`src/core/tsg_pkg.sv`:
```
// Contract
// - Timeout disabled: clock held low never resets the serial interface.
// - Timeout enabled: clock low longer than 30 ms resets the serial interface; the code restarts the count on any data-line edge.
// - Timeout enabled: both lines high over 200 us resets; disabled: never.
// - Noise threshold in use: deltas above noise, not above touch, skip recalibration.
// - Noise threshold off: every delta not above touch feeds recalibration.
// - Low-frequency filter on: detected low-frequency noise forces delta to zero.
// - Held-touch recalibration on: touch held past maximum duration restarts recalibration.
// - Base out of limit with retry set repeats calibration, else keeps base.
// - Power gate control clear: reduced power from last conversion to cycle end.
// - Base-limit flag raises an interrupt only when its enable is set.
// - RF-only option set: noise status shows only RF noise.
// - RF filter on: detected RF noise forces delta to zero.
// - Calibration-failure flag raises an interrupt only when its enable is set.
// - Release interrupt suppressed when set; press and repeat interrupts always.
// - Six enable bits include or exclude each input; all set at reset.
// - Maximum-duration code decodes to the sixteen listed millisecond values.
// - Repeat interrupts spaced by (code+1) times 35 ms.
package tsg_pkg;

  // Register offsets.
  localparam logic [7:0] GLOBAL_CONFIG_ADDR = 8'h20;
  localparam logic [7:0] ACTIVE_INPUT_ENABLE_ADDR = 8'h21;
  localparam logic [7:0] TOUCH_TIMING_CONFIG_ADDR = 8'h22;
  localparam logic [7:0] GLOBAL_CONFIG_SECOND_ADDR = 8'h44;

  // Reset values and writable masks.
  localparam logic [7:0] GLOBAL_CONFIG_RESET = 8'h20;
  localparam logic [7:0] GLOBAL_CONFIG_MASK = 8'hb8;
  localparam logic [7:0] ACTIVE_INPUT_ENABLE_RESET = 8'h3f;
  localparam logic [7:0] ACTIVE_INPUT_ENABLE_MASK = 8'h3f;
  localparam logic [7:0] TOUCH_TIMING_CONFIG_RESET = 8'ha4;
  localparam logic [7:0] GLOBAL_CONFIG_SECOND_RESET = 8'h40;
  localparam logic [7:0] GLOBAL_CONFIG_SECOND_MASK = 8'h7f;

  // Field positions in global_config.
  localparam int BUS_TIMEOUT_ENABLE_BIT = 7;
  localparam int DIGITAL_NOISE_THRESHOLD_OFF_BIT = 5;
  localparam int LOWFREQ_FILTER_OFF_BIT = 4;
  localparam int HELD_TOUCH_RECAL_ENABLE_BIT = 3;

  // Field positions in global_config_second.
  localparam int BASE_LIMIT_RECAL_RETRY_BIT = 6;
  localparam int IDLE_POWER_GATE_OFF_BIT = 5;
  localparam int BASE_LIMIT_IRQ_ENABLE_BIT = 4;
  localparam int RF_ONLY_NOISE_REPORT_BIT = 3;
  localparam int RF_FILTER_OFF_BIT = 2;
  localparam int CAL_FAIL_IRQ_ENABLE_BIT = 1;
  localparam int RELEASE_IRQ_SUPPRESS_BIT = 0;

  // Field positions in touch_timing_config.
  localparam int MAX_HOLD_TIME_CODE_LSB = 4;
  localparam int REPEAT_INTERVAL_CODE_LSB = 0;

  // Channel count and counter widths.
  localparam int NUM_INPUTS = 6;
  localparam int MS_CNT_W = 18;
  localparam int HOLD_MS_W = 14;
  localparam int RPT_MS_W = 10;
  localparam int LOW_CNT_W = 23;
  localparam int IDLE_CNT_W = 16;

  // Timing figures and derived cycle counts.
  localparam int CLK_MHZ = 200;
  localparam int MS_TICK_US = 1000;
  localparam int BUS_LOW_TIMEOUT_MS = 30;
  localparam int BUS_IDLE_US = 200;
  localparam int REPEAT_STEP_MS = 35;
  localparam int MS_TICK_CYCLES = MS_TICK_US * CLK_MHZ;
  localparam int BUS_LOW_TIMEOUT_CYCLES = BUS_LOW_TIMEOUT_MS * 1000 * CLK_MHZ;
  localparam int BUS_IDLE_CYCLES = BUS_IDLE_US * CLK_MHZ;

  // Maximum hold time in milliseconds for each code.
  function automatic logic [HOLD_MS_W-1:0] max_hold_ms(input logic [3:0] code);
    logic [HOLD_MS_W-1:0] ms;
    ms = 14'h0230;
    case (code)
      4'h0: ms = 14'h0230;
      4'h1: ms = 14'h0348;
      4'h2: ms = 14'h0460;
      4'h3: ms = 14'h0578;
      4'h4: ms = 14'h0690;
      4'h5: ms = 14'h08c0;
      4'h6: ms = 14'h0af0;
      4'h7: ms = 14'h0d20;
      4'h8: ms = 14'h0f50;
      4'h9: ms = 14'h1180;
      4'ha: ms = 14'h15e0;
      4'hb: ms = 14'h1a40;
      4'hc: ms = 14'h1ea0;
      4'hd: ms = 14'h22ca;
      4'he: ms = 14'h2760;
      default: ms = 14'h2bc0;
    endcase
    return ms;
  endfunction

  // Repeat interval in milliseconds for each code.
  function automatic logic [RPT_MS_W-1:0] repeat_ms(input logic [3:0] code);
    return ({6'h00, code} + 10'h001) * RPT_MS_W'(REPEAT_STEP_MS);
  endfunction

endpackage

```
`src/core/tsg_line_watch.sv`:
```
`timescale 1ns/1ps
module tsg_line_watch #(
  parameter int unsigned P_LOW_CYCLES = tsg_pkg::BUS_LOW_TIMEOUT_CYCLES,
  parameter int unsigned P_IDLE_CYCLES = tsg_pkg::BUS_IDLE_CYCLES
) (
  input wire logic i_clk,    // System clock.
  input wire logic i_rst_n,  // Synchronised reset, active low.
  input wire logic i_ce,     // Clock enable.
  input wire logic i_enable, // Timeout and idle detection enable.
  input wire logic i_scl,    // Bus clock line level.
  input wire logic i_sda,    // Bus data line level.
  output logic o_reset       // One-cycle serial interface reset.
);

  typedef struct packed {
    logic scl;
    logic sda;
    logic [tsg_pkg::LOW_CNT_W-1:0] low_cnt;
    logic [tsg_pkg::IDLE_CNT_W-1:0] idle_cnt;
    logic rst;
  } tsg_watch_t;

  tsg_watch_t s;
  tsg_watch_t next_s;
  logic edge_seen;

  // Counters restart on any edge and fire once when the level has stood long enough.
  always_comb begin
    next_s = s;
    next_s.scl = i_scl;
    next_s.sda = i_sda;
    next_s.rst = 1'b0;
    edge_seen = (i_scl != s.scl) || (i_sda != s.sda);
    if (!i_enable || edge_seen || i_scl) begin
      next_s.low_cnt = '0;
    end else if (s.low_cnt != tsg_pkg::LOW_CNT_W'(P_LOW_CYCLES + 1)) begin
      next_s.low_cnt = s.low_cnt + 1'b1;
      next_s.rst = (s.low_cnt == tsg_pkg::LOW_CNT_W'(P_LOW_CYCLES));
    end
    if (!i_enable || edge_seen || !(i_scl && i_sda)) begin
      next_s.idle_cnt = '0;
    end else if (s.idle_cnt != tsg_pkg::IDLE_CNT_W'(P_IDLE_CYCLES + 1)) begin
      next_s.idle_cnt = s.idle_cnt + 1'b1;
      next_s.rst = next_s.rst || (s.idle_cnt == tsg_pkg::IDLE_CNT_W'(P_IDLE_CYCLES));
    end
  end

  // State register, frozen while the clock enable is low.
  always_ff @(posedge i_clk or negedge i_rst_n) begin
    if (!i_rst_n) begin
      s <= '0;
    end else if (i_ce) begin
      s <= next_s;
    end
  end

  assign o_reset = s.rst;

  a_off_no_reset: assert property (@(posedge i_clk) disable iff (!i_rst_n)
    (i_ce && !i_enable) |=> !o_reset)
    else $error("interface reset while timeout disabled");

  a_low_timeout: assert property (@(posedge i_clk) disable iff (!i_rst_n)
    (i_ce && i_enable && s.low_cnt == tsg_pkg::LOW_CNT_W'(P_LOW_CYCLES) && !i_scl && !s.scl && i_sda == s.sda)
    |=> o_reset)
    else $error("clock low timeout did not reset interface");

  a_edge_restart: assert property (@(posedge i_clk) disable iff (!i_rst_n)
    (i_ce && (i_scl != s.scl)) |=> (s.low_cnt == '0 && s.idle_cnt == '0 && !o_reset))
    else $error("line edge did not restart counters");

endmodule

```
`src/core/tsg_top.sv`:
```
`timescale 1ns/1ps
module tsg_top #(
  parameter int unsigned P_MS_CYCLES = tsg_pkg::MS_TICK_CYCLES,
  parameter int unsigned P_LOW_CYCLES = tsg_pkg::BUS_LOW_TIMEOUT_CYCLES,
  parameter int unsigned P_IDLE_CYCLES = tsg_pkg::BUS_IDLE_CYCLES
) (
  input wire logic i_clk,                 // System clock, 200 MHz.
  input wire logic i_rstn,                // Asynchronous reset, active low.
  input wire logic i_ce,                  // Clock enable, freezes all state but the reset synchroniser when low.
  input wire logic [7:0] i_reg_addr,      // Register offset.
  input wire logic i_reg_wr,              // Register write strobe.
  input wire logic [7:0] i_reg_wdata,     // Register write data.
  input wire logic i_reg_rd,              // Register read strobe.
  output logic [7:0] o_reg_rdata,         // Register read data, one cycle after strobe.
  input wire logic i_scl,                 // Bus clock line level.
  input wire logic i_sda,                 // Bus data line level.
  output logic o_bus_reset,               // Serial interface reset pulse.
  input wire logic [5:0] i_conv_done,     // Per-input conversion result strobe.
  input wire logic [47:0] i_raw_delta,    // Per-input signed raw delta, input 1 low.
  input wire logic [5:0] i_lf_noise,      // Per-input low-frequency noise detected.
  input wire logic [5:0] i_rf_noise,      // Per-input RF noise detected.
  input wire logic [7:0] i_touch_thr,     // Signed touch threshold.
  input wire logic [7:0] i_noise_thr,     // Signed digital noise threshold.
  input wire logic [5:0] i_base_limit_set,// Per-input base-limit flag set pulse.
  input wire logic i_cal_fail_set,        // Calibration failure flag set pulse.
  input wire logic i_last_conv_done,      // Last conversion of the cycle finished.
  input wire logic i_cycle_end,           // Sensing cycle ended.
  output logic [47:0] o_delta,            // Filtered per-input delta.
  output logic [5:0] o_noise_status,      // Per-input noise status.
  output logic [5:0] o_touch,             // Per-input touch level.
  output logic [5:0] o_recal_sample,      // Sample fed to automatic recalibration.
  output logic [5:0] o_hold_recal,        // Held-touch recalibration restart pulse.
  output logic [5:0] o_cal_retry,         // Analog calibration retry pulse.
  output logic [5:0] o_active_enable,     // Inputs included in the Active cycle.
  output logic o_irq_req,                 // Interrupt request pulse.
  output logic o_low_power                // Reduced power level.
);

  typedef struct packed {
    logic [7:0] gcfg;
    logic [5:0] en;
    logic [7:0] timing;
    logic [7:0] gcfg2;
    logic [7:0] rdata;
    logic [tsg_pkg::MS_CNT_W-1:0] ms_cnt;
    logic tick;
    logic [5:0][7:0] delta;
    logic [5:0] noise;
    logic [5:0] touched;
    logic [5:0][tsg_pkg::HOLD_MS_W-1:0] hold_ms;
    logic [5:0][tsg_pkg::RPT_MS_W-1:0] rpt_ms;
    logic [5:0] recal_sample;
    logic [5:0] hold_recal;
    logic [5:0] retry;
    logic irq;
    logic lowp;
  } tsg_state_t;

  tsg_state_t s;
  tsg_state_t next_s;
  logic [1:0] rst_sync;
  logic rst_n;

  // Reset release through two flip-flops.
  always_ff @(posedge i_clk or negedge i_rstn) begin
    if (!i_rstn) begin
      rst_sync <= 2'b00;
    end else begin
      rst_sync <= {rst_sync[0], 1'b1};
    end
  end
  assign rst_n = rst_sync[1];

  // Named views of the configuration fields.
  logic bus_timeout_enable;
  logic digital_noise_threshold_off;
  logic lowfreq_filter_off;
  logic held_touch_recal_enable;
  logic base_limit_recal_retry;
  logic idle_power_gate_off;
  logic base_limit_irq_enable;
  logic rf_only_noise_report;
  logic rf_filter_off;
  logic cal_fail_irq_enable;
  logic release_irq_suppress;
  logic [3:0] max_hold_time_code;
  logic [3:0] repeat_interval_code;
  logic [tsg_pkg::HOLD_MS_W-1:0] hold_limit_ms;
  logic [tsg_pkg::RPT_MS_W-1:0] repeat_period_ms;

  assign bus_timeout_enable = s.gcfg[tsg_pkg::BUS_TIMEOUT_ENABLE_BIT];
  assign digital_noise_threshold_off = s.gcfg[tsg_pkg::DIGITAL_NOISE_THRESHOLD_OFF_BIT];
  assign lowfreq_filter_off = s.gcfg[tsg_pkg::LOWFREQ_FILTER_OFF_BIT];
  assign held_touch_recal_enable = s.gcfg[tsg_pkg::HELD_TOUCH_RECAL_ENABLE_BIT];
  assign base_limit_recal_retry = s.gcfg2[tsg_pkg::BASE_LIMIT_RECAL_RETRY_BIT];
  assign idle_power_gate_off = s.gcfg2[tsg_pkg::IDLE_POWER_GATE_OFF_BIT];
  assign base_limit_irq_enable = s.gcfg2[tsg_pkg::BASE_LIMIT_IRQ_ENABLE_BIT];
  assign rf_only_noise_report = s.gcfg2[tsg_pkg::RF_ONLY_NOISE_REPORT_BIT];
  assign rf_filter_off = s.gcfg2[tsg_pkg::RF_FILTER_OFF_BIT];
  assign cal_fail_irq_enable = s.gcfg2[tsg_pkg::CAL_FAIL_IRQ_ENABLE_BIT];
  assign release_irq_suppress = s.gcfg2[tsg_pkg::RELEASE_IRQ_SUPPRESS_BIT];
  assign max_hold_time_code = s.timing[tsg_pkg::MAX_HOLD_TIME_CODE_LSB +: 4];
  assign repeat_interval_code = s.timing[tsg_pkg::REPEAT_INTERVAL_CODE_LSB +: 4];

  // Decoded hold limit and repeat period.
  assign hold_limit_ms = tsg_pkg::max_hold_ms(max_hold_time_code);
  assign repeat_period_ms = tsg_pkg::repeat_ms(repeat_interval_code);

  // Next-state logic: registers, millisecond tick and per-input touch handling.
  always_comb begin
    logic [7:0] filt;
    logic blocked;
    logic above_touch;
    logic above_noise;
    filt = 8'h00;
    blocked = 1'b0;
    above_touch = 1'b0;
    above_noise = 1'b0;
    next_s = s;
    next_s.irq = 1'b0;
    next_s.recal_sample = '0;
    next_s.hold_recal = '0;
    next_s.tick = 1'b0;

    // Millisecond time base for hold and repeat timing.
    if (s.ms_cnt == tsg_pkg::MS_CNT_W'(P_MS_CYCLES - 1)) begin
      next_s.ms_cnt = '0;
      next_s.tick = 1'b1;
    end else begin
      next_s.ms_cnt = s.ms_cnt + 1'b1;
    end

    // Register writes; reserved bits stay zero.
    if (i_reg_wr) begin
      case (i_reg_addr)
        tsg_pkg::GLOBAL_CONFIG_ADDR: next_s.gcfg = i_reg_wdata & tsg_pkg::GLOBAL_CONFIG_MASK;
        tsg_pkg::ACTIVE_INPUT_ENABLE_ADDR: next_s.en = i_reg_wdata[5:0];
        tsg_pkg::TOUCH_TIMING_CONFIG_ADDR: next_s.timing = i_reg_wdata;
        tsg_pkg::GLOBAL_CONFIG_SECOND_ADDR: next_s.gcfg2 = i_reg_wdata & tsg_pkg::GLOBAL_CONFIG_SECOND_MASK;
        default: next_s.gcfg = s.gcfg;
      endcase
    end

    // Register reads; unmapped offsets read zero.
    if (i_reg_rd) begin
      case (i_reg_addr)
        tsg_pkg::GLOBAL_CONFIG_ADDR: next_s.rdata = s.gcfg;
        tsg_pkg::ACTIVE_INPUT_ENABLE_ADDR: next_s.rdata = {2'b00, s.en};
        tsg_pkg::TOUCH_TIMING_CONFIG_ADDR: next_s.rdata = s.timing;
        tsg_pkg::GLOBAL_CONFIG_SECOND_ADDR: next_s.rdata = s.gcfg2;
        default: next_s.rdata = 8'h00;
      endcase
    end

    for (int i = 0; i < tsg_pkg::NUM_INPUTS; i++) begin
      // Hold and repeat timers advance each millisecond while touched.
      if (s.tick && s.touched[i]) begin
        if (s.hold_ms[i] != '1) begin
          next_s.hold_ms[i] = s.hold_ms[i] + 1'b1;
        end
        if (held_touch_recal_enable && s.hold_ms[i] == hold_limit_ms) begin
          next_s.hold_recal[i] = 1'b1;
        end
        if (s.rpt_ms[i] + 1'b1 == repeat_period_ms) begin
          next_s.rpt_ms[i] = '0;
          next_s.irq = 1'b1;
        end else begin
          next_s.rpt_ms[i] = s.rpt_ms[i] + 1'b1;
        end
      end

      if (!s.en[i]) begin
        // Excluded inputs take no samples and report no touch.
        next_s.touched[i] = 1'b0;
      end else if (i_conv_done[i]) begin
        blocked = (i_lf_noise[i] && !lowfreq_filter_off) || (i_rf_noise[i] && !rf_filter_off);
        filt = blocked ? 8'h00 : i_raw_delta[i*8 +: 8];
        next_s.delta[i] = filt;
        next_s.noise[i] = i_rf_noise[i] || (i_lf_noise[i] && !rf_only_noise_report);
        above_touch = $signed(filt) > $signed(i_touch_thr);
        above_noise = $signed(filt) > $signed(i_noise_thr);
        next_s.recal_sample[i] = !above_touch && (digital_noise_threshold_off || !above_noise);
        next_s.touched[i] = above_touch;
        if (above_touch && !s.touched[i]) begin
          next_s.irq = 1'b1;
          next_s.hold_ms[i] = '0;
          next_s.rpt_ms[i] = '0;
        end
        if (!above_touch && s.touched[i] && !release_irq_suppress) begin
          next_s.irq = 1'b1;
        end
      end
    end

    // Base-limit retry and flag interrupts.
    next_s.retry = i_base_limit_set & {6{base_limit_recal_retry}};
    if ((|i_base_limit_set && base_limit_irq_enable) || (i_cal_fail_set && cal_fail_irq_enable)) begin
      next_s.irq = 1'b1;
    end

    // Reduced power between the last conversion and the cycle end.
    if (idle_power_gate_off || i_cycle_end) begin
      next_s.lowp = 1'b0;
    end else if (i_last_conv_done) begin
      next_s.lowp = 1'b1;
    end
  end

  // State register with reset values, frozen while the clock enable is low.
  always_ff @(posedge i_clk or negedge rst_n) begin
    if (!rst_n) begin
      s <= '0;
      s.gcfg <= tsg_pkg::GLOBAL_CONFIG_RESET;
      s.en <= tsg_pkg::ACTIVE_INPUT_ENABLE_RESET[5:0];
      s.timing <= tsg_pkg::TOUCH_TIMING_CONFIG_RESET;
      s.gcfg2 <= tsg_pkg::GLOBAL_CONFIG_SECOND_RESET;
    end else if (i_ce) begin
      s <= next_s;
    end
  end

  // Serial line watchdog.
  tsg_line_watch #(
    .P_LOW_CYCLES(P_LOW_CYCLES),
    .P_IDLE_CYCLES(P_IDLE_CYCLES)
  ) u_line_watch (
    .i_clk(i_clk),
    .i_rst_n(rst_n),
    .i_ce(i_ce),
    .i_enable(bus_timeout_enable),
    .i_scl(i_scl),
    .i_sda(i_sda),
    .o_reset(o_bus_reset)
  );

  // Outputs straight from the state register.
  assign o_reg_rdata = s.rdata;
  assign o_delta = s.delta;
  assign o_noise_status = s.noise;
  assign o_touch = s.touched;
  assign o_recal_sample = s.recal_sample;
  assign o_hold_recal = s.hold_recal;
  assign o_cal_retry = s.retry;
  assign o_active_enable = s.en;
  assign o_irq_req = s.irq;
  assign o_low_power = s.lowp;

  // Base-limit interrupt gate.
  a_base_irq_gate: assert property (@(posedge i_clk) disable iff (!rst_n)
    (i_ce && |i_base_limit_set && base_limit_irq_enable) |=> o_irq_req)
    else $error("base limit interrupt missing");

  // Calibration-failure gate.
  a_cal_irq_gate: assert property (@(posedge i_clk) disable iff (!rst_n)
    (i_ce && i_cal_fail_set && cal_fail_irq_enable) |=> o_irq_req)
    else $error("calibration failure interrupt missing");

  // Gating off keeps full power.
  a_power_gate: assert property (@(posedge i_clk) disable iff (!rst_n)
    (i_ce && idle_power_gate_off) |=> !o_low_power)
    else $error("reduced power while gating is off");

  // Last conversion enters low power.
  a_power_enter: assert property (@(posedge i_clk) disable iff (!rst_n)
    (i_ce && !idle_power_gate_off && i_last_conv_done && !i_cycle_end) |=> o_low_power)
    else $error("reduced power not entered");

  // Retry follows the flag set.
  a_retry_follow: assert property (@(posedge i_clk) disable iff (!rst_n)
    i_ce |=> (o_cal_retry == ($past(i_base_limit_set) & {6{$past(base_limit_recal_retry)}})))
    else $error("calibration retry mismatch");

  // Enable writes land next cycle.
  a_active_mirror: assert property (@(posedge i_clk) disable iff (!rst_n)
    (i_ce && i_reg_wr && i_reg_addr == tsg_pkg::ACTIVE_INPUT_ENABLE_ADDR) |=> o_active_enable == $past(i_reg_wdata[5:0]))
    else $error("input enable write not applied");

  // Low-frequency noise blocks.
  a_lf_zero: assert property (@(posedge i_clk) disable iff (!rst_n)
    (i_ce && s.en[0] && i_conv_done[0] && i_lf_noise[0] && !lowfreq_filter_off) |=> o_delta[7:0] == 8'h00)
    else $error("low-frequency noise did not clear delta");

  // RF noise blocks.
  a_rf_zero: assert property (@(posedge i_clk) disable iff (!rst_n)
    (i_ce && s.en[0] && i_conv_done[0] && i_rf_noise[0] && !rf_filter_off) |=> o_delta[7:0] == 8'h00)
    else $error("RF noise did not clear delta");

  // RF-only noise reporting.
  a_noise_report: assert property (@(posedge i_clk) disable iff (!rst_n)
    (i_ce && s.en[0] && i_conv_done[0] && i_lf_noise[0] && !i_rf_noise[0] && rf_only_noise_report)
    |=> !o_noise_status[0])
    else $error("low-frequency noise reported in RF-only mode");

  // Suppressed release stays quiet.
  a_release_quiet: assert property (@(posedge i_clk) disable iff (!rst_n)
    (i_ce && release_irq_suppress && s.en[0] && i_conv_done[0] && s.touched[0]
      && ($signed(i_raw_delta[7:0]) <= $signed(i_touch_thr)) && !s.tick && i_conv_done[5:1] == 5'h00
      && i_base_limit_set == 6'h00 && !i_cal_fail_set) |=> !o_irq_req)
    else $error("release interrupt while suppressed");

  // Held-touch restart stays silent while disabled.
  a_hold_quiet: assert property (@(posedge i_clk) disable iff (!rst_n)
    (i_ce && !held_touch_recal_enable)
    |=> o_hold_recal == 6'h00)
    else $error("hold restart while disabled");

  // A rising touch requests an interrupt.
  a_press_irq: assert property (@(posedge i_clk) disable iff (!rst_n)
    (i_ce && !s.touched[0] && next_s.touched[0])
    |=> o_irq_req)
    else $error("press interrupt missing");

  // A release requests an interrupt unless suppressed.
  a_release_irq: assert property (@(posedge i_clk) disable iff (!rst_n)
    (i_ce && !release_irq_suppress && s.en[0] && i_conv_done[0] && s.touched[0] && !next_s.touched[0])
    |=> o_irq_req)
    else $error("release interrupt missing");

  // With the noise threshold off every non-touch sample feeds recalibration.
  a_recal_all: assert property (@(posedge i_clk) disable iff (!rst_n)
    (i_ce && digital_noise_threshold_off && s.en[0] && i_conv_done[0] && !next_s.touched[0])
    |=> o_recal_sample[0])
    else $error("recalibration sample missing");

  // With the noise threshold in use, samples above it are kept from recalibration.
  a_recal_skip: assert property (@(posedge i_clk) disable iff (!rst_n)
    (i_ce && !digital_noise_threshold_off && s.en[0] && i_conv_done[0]
      && $signed(next_s.delta[0]) > $signed(i_noise_thr))
    |=> !o_recal_sample[0])
    else $error("noisy sample fed recalibration");

  // An excluded input never reports a touch.
  a_excluded_idle: assert property (@(posedge i_clk) disable iff (!rst_n)
    (i_ce && !s.en[0])
    |=> !o_touch[0])
    else $error("excluded input touched");

  // The end of the sensing cycle restores full power.
  a_power_leave: assert property (@(posedge i_clk) disable iff (!rst_n)
    (i_ce && i_cycle_end)
    |=> !o_low_power)
    else $error("reduced power past cycle end");

endmodule

```
`config.mk`:
```
export PLATFORM = sky130hd
export DESIGN_NAME = tsg_top
export DESIGN_NICKNAME = d
export VERILOG_FILES = /design/src/core/tsg_pkg.sv /design/src/core/tsg_line_watch.sv /design/src/core/tsg_top.sv
export SDC_FILE = /design/constraint.sdc
export NUM_CORES = 1
export LEC_CHECK = 0
export BUFFER_PORTS_ARGS = -buffer_cell sky130_fd_sc_hd__buf_2
export CORE_MARGIN = 1.5
export CORE_UTILIZATION = 55
export CTS_CLUSTER_DIAMETER = 200
export DETAILED_ROUTE_END_ITERATION = 16
export PLACE_DENSITY = 0.75
export SYNTH_ARGS = -nofsm -noshare
export SYNTH_HDL_FRONTEND = slang
export SYNTH_SLANG_ARGS = --single-unit
```
`constraint.sdc`:
```
create_clock -name i_clk -period 20.3 [get_ports i_clk]
set_input_delay 3.045 -clock i_clk [delete_from_list [all_inputs] [get_ports i_clk]]
set_output_delay 3.045 -clock i_clk [all_outputs]
set_load 0.01 [all_outputs]
```
* Yosys cells after proc, flatten, opt, wreduce, memory -nomap -nowiden
Memories as Yosys holds them, arrays and structs flattened.
Cells that the tools add are included.
** Word-level totals
- Bits in registers :: 320
- ROM bits :: 192
- Memories kept :: 1
** Memories
- (name not given) :: words 16, bits a word 12, rd ports 1, clocked after memory_dff 0, write ports 0, RTL line tsg_pkg.sv:77 : case (code)
** Cells by class
- Add/subtract/negate cells :: 16
- $mul :: 1
- Order comparisons :: 12
- Equality and inequality tests :: 35
- Mux-type cells :: 151
- Bitwise operators :: 1
- Reduce and logical (&&, ||, !) cells :: 130
** Operators with widths (count)
- 2-to-1 mux 14 bit :: 30
- 2-to-1 mux 10 bit :: 30
- greater-than comparator 8 bit :: 12
- adder 14 x 1 -> 14 bit, second input constant :: 6
- == test 14 bit :: 6
- != test 14 bit, second input constant :: 6
- 2-to-1 mux 1 bit :: 79
- adder 10 x 1 -> 10 bit, second input constant :: 6
- == test 10 bit :: 6
- logical AND 1 bit :: 57
- 2-to-1 mux 8 bit :: 6
- 2-to-1 mux 23 bit :: 2
- one-hot mux 8 bit (4 select lines) :: 1
- AND reduction 3 bit :: 10
- logical OR 1 bit :: 25
- == test 8 x 6 -> 1 bit, second input constant :: 3
- zero test 1 bit :: 24
- adder 23 x 1 -> 23 bit, second input constant :: 1
- == test 23 bit, second input constant :: 1
- != test 23 bit, second input constant :: 1
- AND reduction 2 bit :: 10
- adder 18 x 1 -> 18 bit, second input constant :: 1
- == test 18 bit, second input constant :: 1
- 2-to-1 mux 18 bit :: 1
- 13 further kinds :: 21

* Longest topological paths before layout
Gate-level depths: netlist of the first run.
- Word-level depth :: 42
- Mapped depth :: 19

* Cells and area by module
Synthesis of the first run repeated with hierarchy kept, for this count alone.
** Unflattened totals
- Cell total of the unflattened synthesis :: 2396
- Area total of the unflattened synthesis :: 21797.2 µm²
** By module, submodules not included
- tsg_top :: instances 1, cells each 2126, area an instance 19346.1 µm²
- tsg_line_watch :: instances 1, cells each 270, area an instance 2451.1 µm²

* Least setup slack after synthesis of the first run
Ideal clock, no wire load.
- Kind :: input to register
- From :: in i_lf_noise[1]
- To :: reg s[35] (netlist name)
- Data arrival time :: 5.491 ns
- Required time :: 20.170 ns
- Setup slack :: 14.679 ns
- Stages :: 10
- Path buffers :: 0
- Cells stage by stage :: a22oi_1 and2_1 ha_1 and4_1 a41oi_1 o22ai_1 nor3_1 o21ai_0 o21ai_0 o21ai_0
** Between the ends
- Word-level cells in the longest chain between the ends :: 8
** Ends and longest elaborated chain
- start, declared :: RTL line tsg_top.sv:20 : input wire logic [5:0] i_lf_noise,
- logical AND 1 bit :: RTL line tsg_top.sv:176 : blocked = (i_lf_noise[i] && !lowfreq_filter_off) || (i_rf_noise[i] && !rf_filter_off);
- logical OR 1 bit :: RTL line tsg_top.sv:176
- 2-to-1 mux 8 bit :: RTL line tsg_top.sv:177 : filt = blocked ? 8'h00 : i_raw_delta[i*8 +: 8];
- greater-than comparator 8 bit :: RTL line tsg_top.sv:180 : above_touch = $signed(filt) > $signed(i_touch_thr);
- logical AND 1 bit :: RTL line tsg_top.sv:184 : if (above_touch && !s.touched[i]) begin
- 2-to-1 mux 10 bit :: RTL line tsg_top.sv:184
- 2-to-1 mux 10 bit :: RTL line tsg_top.sv:175 : end else if (i_conv_done[i]) begin
- 2-to-1 mux 10 bit :: RTL line tsg_top.sv:172 : if (!s.en[i]) begin
- end signal, assigned :: RTL line tsg_top.sv:218 : s <= next_s;
- end, declared :: RTL line tsg_top.sv:59 : tsg_state_t s;
No other way between the ends.
A chain may end at the register's enable or synchronous reset.

* Worst setup path after layout of the first run
- From :: in i_lf_noise[3]
- To :: reg s[52] (netlist name)
The elaborated chain is that of the path after synthesis.

==> metrics.txt, run 1 <==
DRC Markers=0; Unique masters post-synth=89; die area=40640 µm²; Ys Warns=0; Slew HR=0.1333; most frequent CP cell=o21ai_0; via total after detailed routing=18.34k; H-tree depth=2; CTS Buffer Depth=3; number of setup buffers added after CTS=0; row cnt=72; fin crit period=6197 ps; Slowest cell on crit path=nor3_1; first-pass GRT wire length=95.69 mm; final slew viol count=0; aggregate global-route resource usage=0.2924; Setup crit start kind=input pin; fmax=161.4 MHz; # hold bufs at CTS=0; Layout area overhead=9.581%; largest net degree at the start of global routing=74; port bufs=208; power density over the cells=64.17 nW/µm²; routed vias/inst=6.120; post-synthesis sequential area ratio=0.3698; worst r2r path cells=14; Finish-stage setup viols=0; setup_tns=0 ps; worst hold endpoint=rst_sync[1]; post_cts resized=0; syn_nets=2600; initial antenna violation count=3; Final ANT Viol Nets=0; RSZ-0062 raised after global routing=no; Max Cap Violations=0; Worst Path Arrival=6630 ps; Hold Path Class=flip-flop to flip-flop; Die W=201.6 µm; nets@finish=2698; WP data required=20730 ps; share of layout cells above drive strength 1=0.1651; HP Start=rst_sync[0]; Yosys reg bits=320; vias in the first global route=17.94k; maximum fanout along the worst path=8; DRT Wirelength=59.40 mm; Root Driver=clkbuf_16; worst skew pair latency=580 ps; CP endpoint kind=flip-flop; clock skew=27.77 ps; Post-synth EDFFs=0; ys async rst share=1.000; Leak=0.01101 µW; Reg clk slew, reported paths=60 ps; prevailing post-synth register cell=dfrtp_1; Worst R2R Setup Slack=14890 ps; CORE AREA=38740 µm²; hold_ws=360.8 ps; synthesized cell area=21690 µm²; maximum vdd ir drop=0.00005437 V; Avg WL per Cell=19.83 µm; status=complete, no violations; chip height=201.6 µm; DPL Wire Length=43.77 mm; Pre-Repair DR Iteration Count=5; fin crit share=0.3053; reg2reg start=repeat_interval_code[0]; max incr delay on CP=1050 ps; routability cong.=0.9230; syn_area_per_cell=9.226 µm²; Starting Density=0.5599; Cell Chain, Critical Path=buf_2 > a22oi_1 > and2_1 > ha_1 > nor3b_1 > o21ai_0 > o221ai_1 > nor3_1 > o21ai_0 > o21ai_0 > o21ai_0; crit path from=i_lf_noise[3]; Crit Path Class=input pin to flip-flop; Worst-Margin Slew=1290 ps; Num CTS Buffers=38; Initial DRC Count=1323; final hold violations=0; WHS Path Cells=0; global route overflow=0; clock tree sinks=320; CTS tree=yes; Ports=209; end of the worst register-to-register path=s[47]; Post-Syn Instances=2351
cell families after synthesis:
family                   after synthesis  synth area share
adder cells (fa/ha/maj)              135           0.07822
flip-flops                           320            0.3698
XOR/XNOR                             255            0.1101
multiplexers                          78           0.04055
AND/OR/NAND/NOR                      865            0.2050
AO/OA/AOI/OAI                        451            0.1368
buffers and inverters                246           0.05930
other                                  1         0.0001729
metal layers:
layer / wire length (µm) / vias up / global-route usage / share of wire
li1: - / 8535 / - / -
met1: 24630 / 8962 / 0.3719 / 0.41
met2: 28190 / 680 / 0.4873 / 0.47
met3: 4145 / 155 / 0.05556 / 0.070
met4: 2404 / 4 / 0.1237 / 0.040
met5: 31 / - / 0 / 0.00052
layout make-up:
class	count	area (µm²)
diodes	1	2.502
inverters	76	285.3
clock buffers	50	1036
clock inverters	18	191.4
fillers	3220	14970
multi-input cells	1785	12390
flip-flops and latches	320	8025
well taps	518	648.1
repair buffers	228	1191
critical path: cells and delay by family:
family | cells | cell delay (ps)
AND/OR/NAND/NOR | 3 | 1510
adder cells (fa/ha/maj) | 1 | 300
buffers and inverters | 1 | 120
AO/OA/AOI/OAI | 6 | 1680
cells in the mapped netlist (5+ instances only):
cell,count,area share
a211oi_1,14,0.0048
a21o_1,10,0.0035
a21oi_1,73,0.017
a221oi_1,5,0.0020
a22o_1,19,0.0077
a22oi_1,28,0.0097
a31oi_1,20,0.0058
a32o_1,6,0.0028
and2_1,57,0.016
and3_1,31,0.0089
and4_1,10,0.0040
buf_1,9,0.0016
buf_2,10,0.0023
buf_4,93,0.032
clkbuf_1,57,0.0099
dfrtp_1,309,0.36
dfstp_2,11,0.013
ha_1,134,0.077
inv_1,76,0.013
mux2_2,69,0.036
mux2i_1,8,0.0037
nand2_1,193,0.033
nand2b_1,10,0.0029
nand3_1,103,0.024
nand3b_1,5,0.0017
nand4_1,67,0.019
nor2_1,197,0.034
nor2b_1,21,0.0061
nor3_1,65,0.015
nor4_1,35,0.010
nor4_4,7,0.0069
nor4b_1,8,0.0032
o2111ai_1,6,0.0024
o21a_1,37,0.013
o21ai_0,146,0.034
o22a_1,5,0.0020
o2bb2ai_1,26,0.010
o31ai_1,12,0.0042
or2_2,6,0.0017
or3_1,26,0.0075
xnor2_1,112,0.045
xnor3_1,8,0.0083
xor2_1,130,0.052
where the power goes:
group          total, µW  internal (µW)  switching, µW  leakage, µW
Sequential           675            655           19.5      0.00435
Clock                682            399            282     0.000600
Combinational        169           67.8            101      0.00605
registers in the layout, summed over array words and instances, names as in the netlist, 2 cells and up:
| register | cells |
|---|---|
| max_hold_time_code | 4 |
| o_active_enable | 6 |
| o_cal_retry | 6 |
| o_delta | 48 |
| o_hold_recal | 6 |
| o_noise_status | 6 |
| o_recal_sample | 6 |
| o_reg_rdata | 8 |
| o_touch | 6 |
| repeat_interval_code | 4 |
| rst_sync | 2 |
| s | 163 |
| u_line_watch.s | 41 |
through the flow:
stage	area [µm²]	utilization	worst slack, ps	std cells	power (µW)
6_report	23770	0.6136	14100	2996	1525
5_1_grt	23770	0.6135	13790	2995	1580
4_1_cts	23770	0.6135	14180	2995	1535
3_5_place_dp	22540	0.5818	13590	2927	852.4
3_3_place_gp	22540	0.5818	13780	2927	845.7
2_1_floorplan	21690	-	10740	2351	798.7
worst max path at each step:
stage | end | slack, ps | cells after the start
floorplan | base_limit_irq_enable | 10740 | 0
global placement | s[52] | 13780 | 11
detailed placement | s[52] | 13590 | 11
CTS | s[52] | 14180 | 11
global route | s[52] | 13790 | 11
finish | s[52] | 14100 | 11
placed cells by master, fill, tap and decap left out, types with 38 or more instances in the layout:
master     count
inv_1         75
nand3_1      103
clkbuf_16     38
o21ai_0      146
a21oi_1       73
nor2_1       197
xnor2_1      112
nand2_1      193
xor2_1       130
ha_1         134
dfrtp_1      308
and2_1        57
mux2_2        69
buf_2        208
nor3_1        65
nand4_1       67
No activity file was read; power rests on OpenSTA's default activity.
==> inputs of run 2 (changes only) <==
--- a/config.mk
+++ b/config.mk
@@ -5,6 +5,7 @@
 export SDC_FILE = /design/constraint.sdc
 export NUM_CORES = 1
 export LEC_CHECK = 0
+export ABC_AREA = 1
 export BUFFER_PORTS_ARGS = -buffer_cell sky130_fd_sc_hd__buf_2
 export CORE_MARGIN = 1.5
 export CORE_UTILIZATION = 55
==> constraint.sdc (replaced) <==
create_clock -name i_clk -period 5.8 [get_ports i_clk]
set_input_delay 0.87 -clock i_clk [delete_from_list [all_inputs] [get_ports i_clk]]
set_output_delay 0.87 -clock i_clk [all_outputs]
set_load 0.01 [all_outputs]
==> run 2 against run 1 <==
Net effect: die area rose by 7.0%; critical path type is now flip-flop to flip-flop; register-to-register slack lost 13000 ps; utilization shrank 0.58 points; sequential share of layout area fell by 2.2 points; combinational power rose to 5.5 times the previous value; flip-flop and latch count is the same.
==> metrics.txt, run 2 <==
status=complete, no violations; setup_tns=0 ps (unchanged); vias in the first global route=21.58k (+20%); synthesized cell area=23230 µm² (+7.1%); Root Driver=clkbuf_16; Post-Syn Instances=3321 (+41%); Synth top cells by count=nand2_1 (967), inv_1 (431), dfrtp_1 (309); die area=43480 µm² (+7.0%); chip height=208.5 µm (+3.4%); row cnt=75 (+4.2%); fin crit period=4269 ps; CTS Buffer Depth=3 (unchanged); ys async rst share=1.000 (unchanged); Synth area leaders=dfrtp_1 (33%), nand2_1 (16%), ha_1 (7.2%), inv_1 (7.0%), nand3_1 (5.1%); Ports=209 (unchanged); nets@finish=3677 (+36%); worst skew pair latency=570 ps (about the same); Tot Pwr=5971 µW (+290%); power density over the cells=234.7 nW/µm² (+270%); post_cts resized=0 (unchanged); number of setup buffers added after CTS=0 (unchanged); Top reg by flops=s; first-pass GRT wire length=109.9 mm (+15%); routability cong.=0.9431 (+2.2%); clock tree sinks=320 (unchanged); # hold bufs at CTS=0 (unchanged); final hold violations=0 (unchanged); largest net degree at the start of global routing=162 (+120%); syn_nets=3570 (+37%); WP data required=6210 ps (-14520 ps); final slew viol count=0 (unchanged); Worst Path Arrival=4680 ps (-1950 ps); via total after detailed routing=22.92k (+25%); DRT Wirelength=68.72 mm (+16%); DPL Wire Length=50.86 mm (+16%); Worst-Margin Slew=905.5 ps (-384.7 ps); global route overflow=0 (unchanged); count leader, synth=nand2_1; maximum vdd ir drop=0.0002100 V (+290%); Leak=0.01333 µW (+21%); top cell type's share of synthesized area=0.3328 (-0.02365); syn_area_per_cell=6.996 µm² (-24%); Worst R2R Setup Slack=1530 ps (-13360 ps); Final ANT Viol Nets=0 (unchanged); initial antenna violation count=5 (+2); largest area contributor in the netlist=dfrtp_1; Setup crit start kind=flip-flop; Crit Path Class=flip-flop to flip-flop; Post-synth EDFFs=0 (unchanged); Unique masters post-synth=64 (-28%); Reg clk slew, reported paths=60 ps (about the same); CTS tree=yes; worst r2r path cells=20 (+6); Initial DRC Count=2125 (+61%); most frequent cells in the layout=nand2_1 (967), inv_1 (430), dfrtp_1 (308); Yosys reg bits=320 (unchanged); Filler Cell Count=3873 (+20%); CORE AREA=41850 µm² (+8.0%); Layout area overhead=9.489% (about the same); leading cell type in the layout, fill and taps excluded=nand2_1; fmax=234.2 MHz; Die W=208.5 µm (+3.4%); Avg WL per Cell=17.18 µm (-13%); routed vias/inst=5.728 (-6.4%); RSZ-0062 raised after global routing=no; Finish-stage setup viols=0 (unchanged); post-synthesis sequential area ratio=0.3453 (-0.02454); DRC Markers=0 (unchanged); Slew HR=0.3963 (+0.2631); CP endpoint kind=flip-flop; register area=8025 µm² (unchanged); Ys Warns=0 (unchanged); fin crit share=0.7361; Max Cap Violations=0 (unchanged); area of the multi-input gates=12620 µm² (+1.8%); share of layout cells above drive strength 1=0.1053 (-0.05983); Pre-Repair DR Iteration Count=9 (+4); end of the worst register-to-register path=s[54]; prevailing post-synth register cell=dfrtp_1; Hold Path Class=input pin to asynchronous set/reset pin; H-tree depth=2 (unchanged); clock skew=21.14 ps (-6.629 ps); aggregate global-route resource usage=0.3144 (+0.02209); max FFs per register=163 (unchanged); Starting Density=0.5551 (-0.004851); Num CTS Buffers=39 (+2.6%); reg2reg start=repeat_interval_code[0]; maximum fanout along the worst path=13 (+5); port bufs=208 (unchanged)
run 2: cell types whose count changed after synthesis, sizes merged, moves of 34 or more:
cell,before,now
and2,57,1
inv,76,433
mux2,69,0
nand2,193,984
nand3,106,242
nor2,199,294
o21ai,150,222
o22ai,4,38
xnor2,116,15
xor2,130,76
run 2: area by class of cell:
cell class                      instances  area share
Clock buffer                           53     0.04481
Inverter                              441     0.06513
Clock inverter                         17    0.007378
Sequential cell                       320      0.3155
Timing Repair Buffer                  214     0.04417
Multi-Input combinational cell       2412      0.4960
Antenna cell                            5   0.0004919
Tap cell                              539     0.02651
run 2: worst max path at each step:
stage / from / to / slack (ps)
final: repeat_interval_code[0] / s[54] / 1530
after global routing: repeat_interval_code[0] / s[55] / 1260
after CTS: repeat_interval_code[0] / s[54] / 1620
after detailed placement: repeat_interval_code[0] / s[54] / 1610
after global placement: repeat_interval_code[0] / s[77] / 1780
after floorplan: rst_sync[1] / base_limit_irq_enable / 580
run 2: power breakdown:
group	internal [µW]	switching [µW]	leakage (µW)
sequential	2370	151	0.00414
combinational	317	604	0.00853
clock	1510	1020	0.000656
total	4200	1770	0.0133
run 2: logic make-up (layout without fill, tap and decap cells):
logic type      Yosys count  in the layout  synth area share
simple gates           1746           1746            0.3255
other cells               1              6         0.0001614
xor+xnor                 91             91           0.03560
flops                   320            320            0.3453
buf+inv                 589            725            0.1116
compound gates          439            439            0.1088
fa+ha+maj               135            135           0.07303
run 2: critical path, cell delays in order (launching register included):
cell and delay [ps]:
dfrtp_1 750, ha_1 300, nand3_1 120, inv_1 150
nor2_4 50, or2_2 270, ha_1 210, fa_1 370
ha_1 200, a21oi_1 370, nand2_1 140, nand2_1 90
nand2_2 130, nand2_1 110, nand3_1 70, nor2_1 160
nand3_2 240, nand2_1 120, o21ai_1 70, nand2_1 80
o21ai_0 90
run 2: stage by stage:
stage / worst slack, ps / hold slack, ps / cells / util / area [µm²]
2_1_floorplan: 576.2 / 331.1 / 3321 / - / 23230
3_3_place_gp: 1779 / 339.3 / 3926 / 0.5758 / 24100
3_5_place_dp: 1611 / 337.3 / 3926 / 0.5758 / 24100
4_1_cts: 1617 / 48.18 / 3996 / 0.6075 / 25420
5_1_grt: 1255 / 56.96 / 3999 / 0.6077 / 25430
6_report: 1531 / 71.55 / 4001 / 0.6078 / 25440
run 2: routing by layer:
metal	vias up	global-route usage	wire length [µm]
li1	10980	-	-
met1	10770	0.4082	28940
met2	984	0.5080	31300
met3	173	0.06068	5595
met4	2	0.1440	2878
met5	-	0	13
==> inputs of run 3 (changes only) <==
==> constraint.sdc (replaced) <==
create_clock -name i_clk -period 4.4 [get_ports i_clk]
set_input_delay 0.66 -clock i_clk [delete_from_list [all_inputs] [get_ports i_clk]]
set_output_delay 0.66 -clock i_clk [all_outputs]
set_load 0.01 [all_outputs]
==> run 3 against run 2 <==
Net effect: design area up 0.47%; largest power group unchanged; hold slack better by 260 ps; utilization rose by 0.28 points; largest cell class unchanged; maximum frequency rose by 9.3%; sequential share of layout area is 0.15 points lower.
==> metrics.txt, run 3 (synthesis results as in run 2) <==
final hold violations=0 (unchanged); register area=8025 µm² (unchanged); Crit Path Class=flip-flop to flip-flop; worst hold endpoint=o_cal_retry[5]; most frequent cells in the layout=nand2_1 (967), inv_1 (430), dfrtp_1 (308); Layout area overhead=10.00%; Worst R2R Setup Slack=490 ps (-1040 ps); Die W=208.5 µm (unchanged); first-pass GRT wire length=110.8 mm (+0.82%); Avg WL per Cell=17.29 µm (+0.66%); Starting Density=0.5551 (unchanged); post-route cell area=25560 µm² (+0.47%); die area=43480 µm² (unchanged); reg2reg start=repeat_interval_code[1]; final slew viol count=0 (unchanged); Initial DRC Count=2122 (-0.14%); WP data required=4830 ps (-1380 ps); chip height=208.5 µm (unchanged); DRT Wirelength=69.26 mm (+0.78%); end of the worst register-to-register path=s[53]; worst skew pair latency=570 ps (about the same); Top reg by flops=s; leading cell type in the layout, fill and taps excluded=nand2_1; maximum fanout along the worst path=9 (-4); DPL Wire Length=51.38 mm (+1.0%); fmax=256.1 MHz (+9.3%); setup_tns=0 ps (unchanged); aggregate global-route resource usage=0.3156 (+0.001114); clock skew=21.11 ps (-0.03900 ps); share of layout cells above drive strength 1=0.1063 (+0.0009726); Pre-Repair DR Iteration Count=6 (-3); H-tree depth=2 (unchanged); initial antenna violation count=8 (+3); RSZ-0062 raised after global routing=no; Worst Path Arrival=4330 ps (-350 ps); Setup crit start kind=flip-flop; largest net degree at the start of global routing=131 (-19%); fin crit share=0.8876 (+0.1515); Placed Area=24130 µm² (+0.16%); vias in the first global route=21.70k (+0.54%); CP endpoint kind=flip-flop; Worst-Margin Slew=719.6 ps (-185.9 ps); Leak=0.01339 µW (+0.45%); Num CTS Buffers=38 (-2.6%); area of the multi-input gates=12620 µm² (unchanged); port bufs=208 (unchanged); maximum vdd ir drop=0.0003078 V (+47%); Hold Path Class=input pin to flip-flop; DRC Markers=0 (unchanged); Slew HR=0.5203 (+0.1239); global route overflow=0 (unchanged); status=complete, no violations; Finish-stage setup viols=0 (unchanged); WHS Path Cells=3; power density over the cells=315.9 nW/µm² (+35%); via total after detailed routing=22.77k (-0.66%); CTS tree=yes; fin crit period=3905 ps (-364.0 ps); clock tree sinks=320 (unchanged); CTS Buffer Depth=3 (unchanged); Final ANT Viol Nets=0 (unchanged); nets@finish=3682 (+0.14%); HP Start=i_base_limit_set[5]; max FFs per register=163 (unchanged); Root Driver=clkbuf_16; Layout Utilization=0.6106 (+0.002840); worst r2r path cells=20 (unchanged); CORE AREA=41850 µm² (unchanged); Filler Cell Count=3859 (-0.36%); Ports=209 (unchanged); routability cong.=0.9132 (-3.2%); routed vias/inst=5.683 (-0.79%); row cnt=75 (unchanged); Max Cap Violations=0 (unchanged); Reg clk slew, reported paths=60 ps (about the same)
[run 3: cell count changes in the layout (fill, tap and decap cells not counted), moves of 2 or more]
cell	change
buf_4	+5
bufinv_16	+4
clkbuf_8	-3
clkinv_2	-3
inv_8	+2
[run 3: critical path: stages, from the launching register on]
cell	delay, ps
dfrtp_1	490
ha_1	240
nand3_1	120
inv_1	150
nor2_4	60
or2_2	270
ha_1	220
fa_1	370
ha_1	200
a21oi_1	350
nand2_1	130
nand2_1	90
nand2_2	120
nand2_1	90
nand3_1	60
nor2_1	180
nand3_2	250
nand2_1	110
o21ai_1	60
nand2_1	70
o21ai_0	90
[run 3: area by class of cell]
class	count	share of cell area
Antenna cell	4	0.0003917
Clock buffer	50	0.04215
Clock inverter	20	0.01268
Sequential cell	320	0.3140
Inverter	441	0.06482
Tap cell	539	0.02639
Timing Repair Buffer	220	0.04583
Multi-Input combinational cell	2412	0.4937
[run 3: repair_timing]
item	CTS	global route
hold endpoints to repair	2	0
setup endpoints to repair	0	0
hold buffers	1	0
setup buffers	0	0
resized for setup	0	0
[run 3: how the worst max path moves through the flow]
stage	from	to	slack, ps	cells past startpoint
3_5_place_dp	repeat_interval_code[1]	s[53]	500	20
2_1_floorplan	repeat_interval_code[2]	s[43]	1040	21
4_1_cts	repeat_interval_code[1]	s[53]	510	20
6_report	repeat_interval_code[1]	s[53]	490	20
3_3_place_gp	repeat_interval_code[1]	s[77]	690	23
5_1_grt	repeat_interval_code[1]	s[77]	130	23
[run 3: report_power, final]
part           internal [µW]  total [µW]  switching (µW)
Clock                   2160        3540            1380
Combinational            421        1210             793
Sequential              3120        3320             199
[run 3: metal layers]
metal / up-vias / track usage / share of wire
li1: 11010 / - / -
met4: 4 / 0.1314 / 0.041
met1: 10660 / 0.4098 / 0.42
met5: - / 0 / 0.00027
met3: 180 / 0.05600 / 0.077
met2: 915 / 0.5194 / 0.46
[run 3: through the flow]
step	hold slack [ps]	instances	power (µW)	setup WS [ps]
6_report	331.8	4006	8073	494.5
5_1_grt	328.9	4006	8425	130.8
4_1_cts	311.0	4002	8103	508.0
3_5_place_dp	344.2	3931	4557	499.9
3_3_place_gp	340.1	3931	4508	686.8
2_1_floorplan	331.2	3321	4189	1043
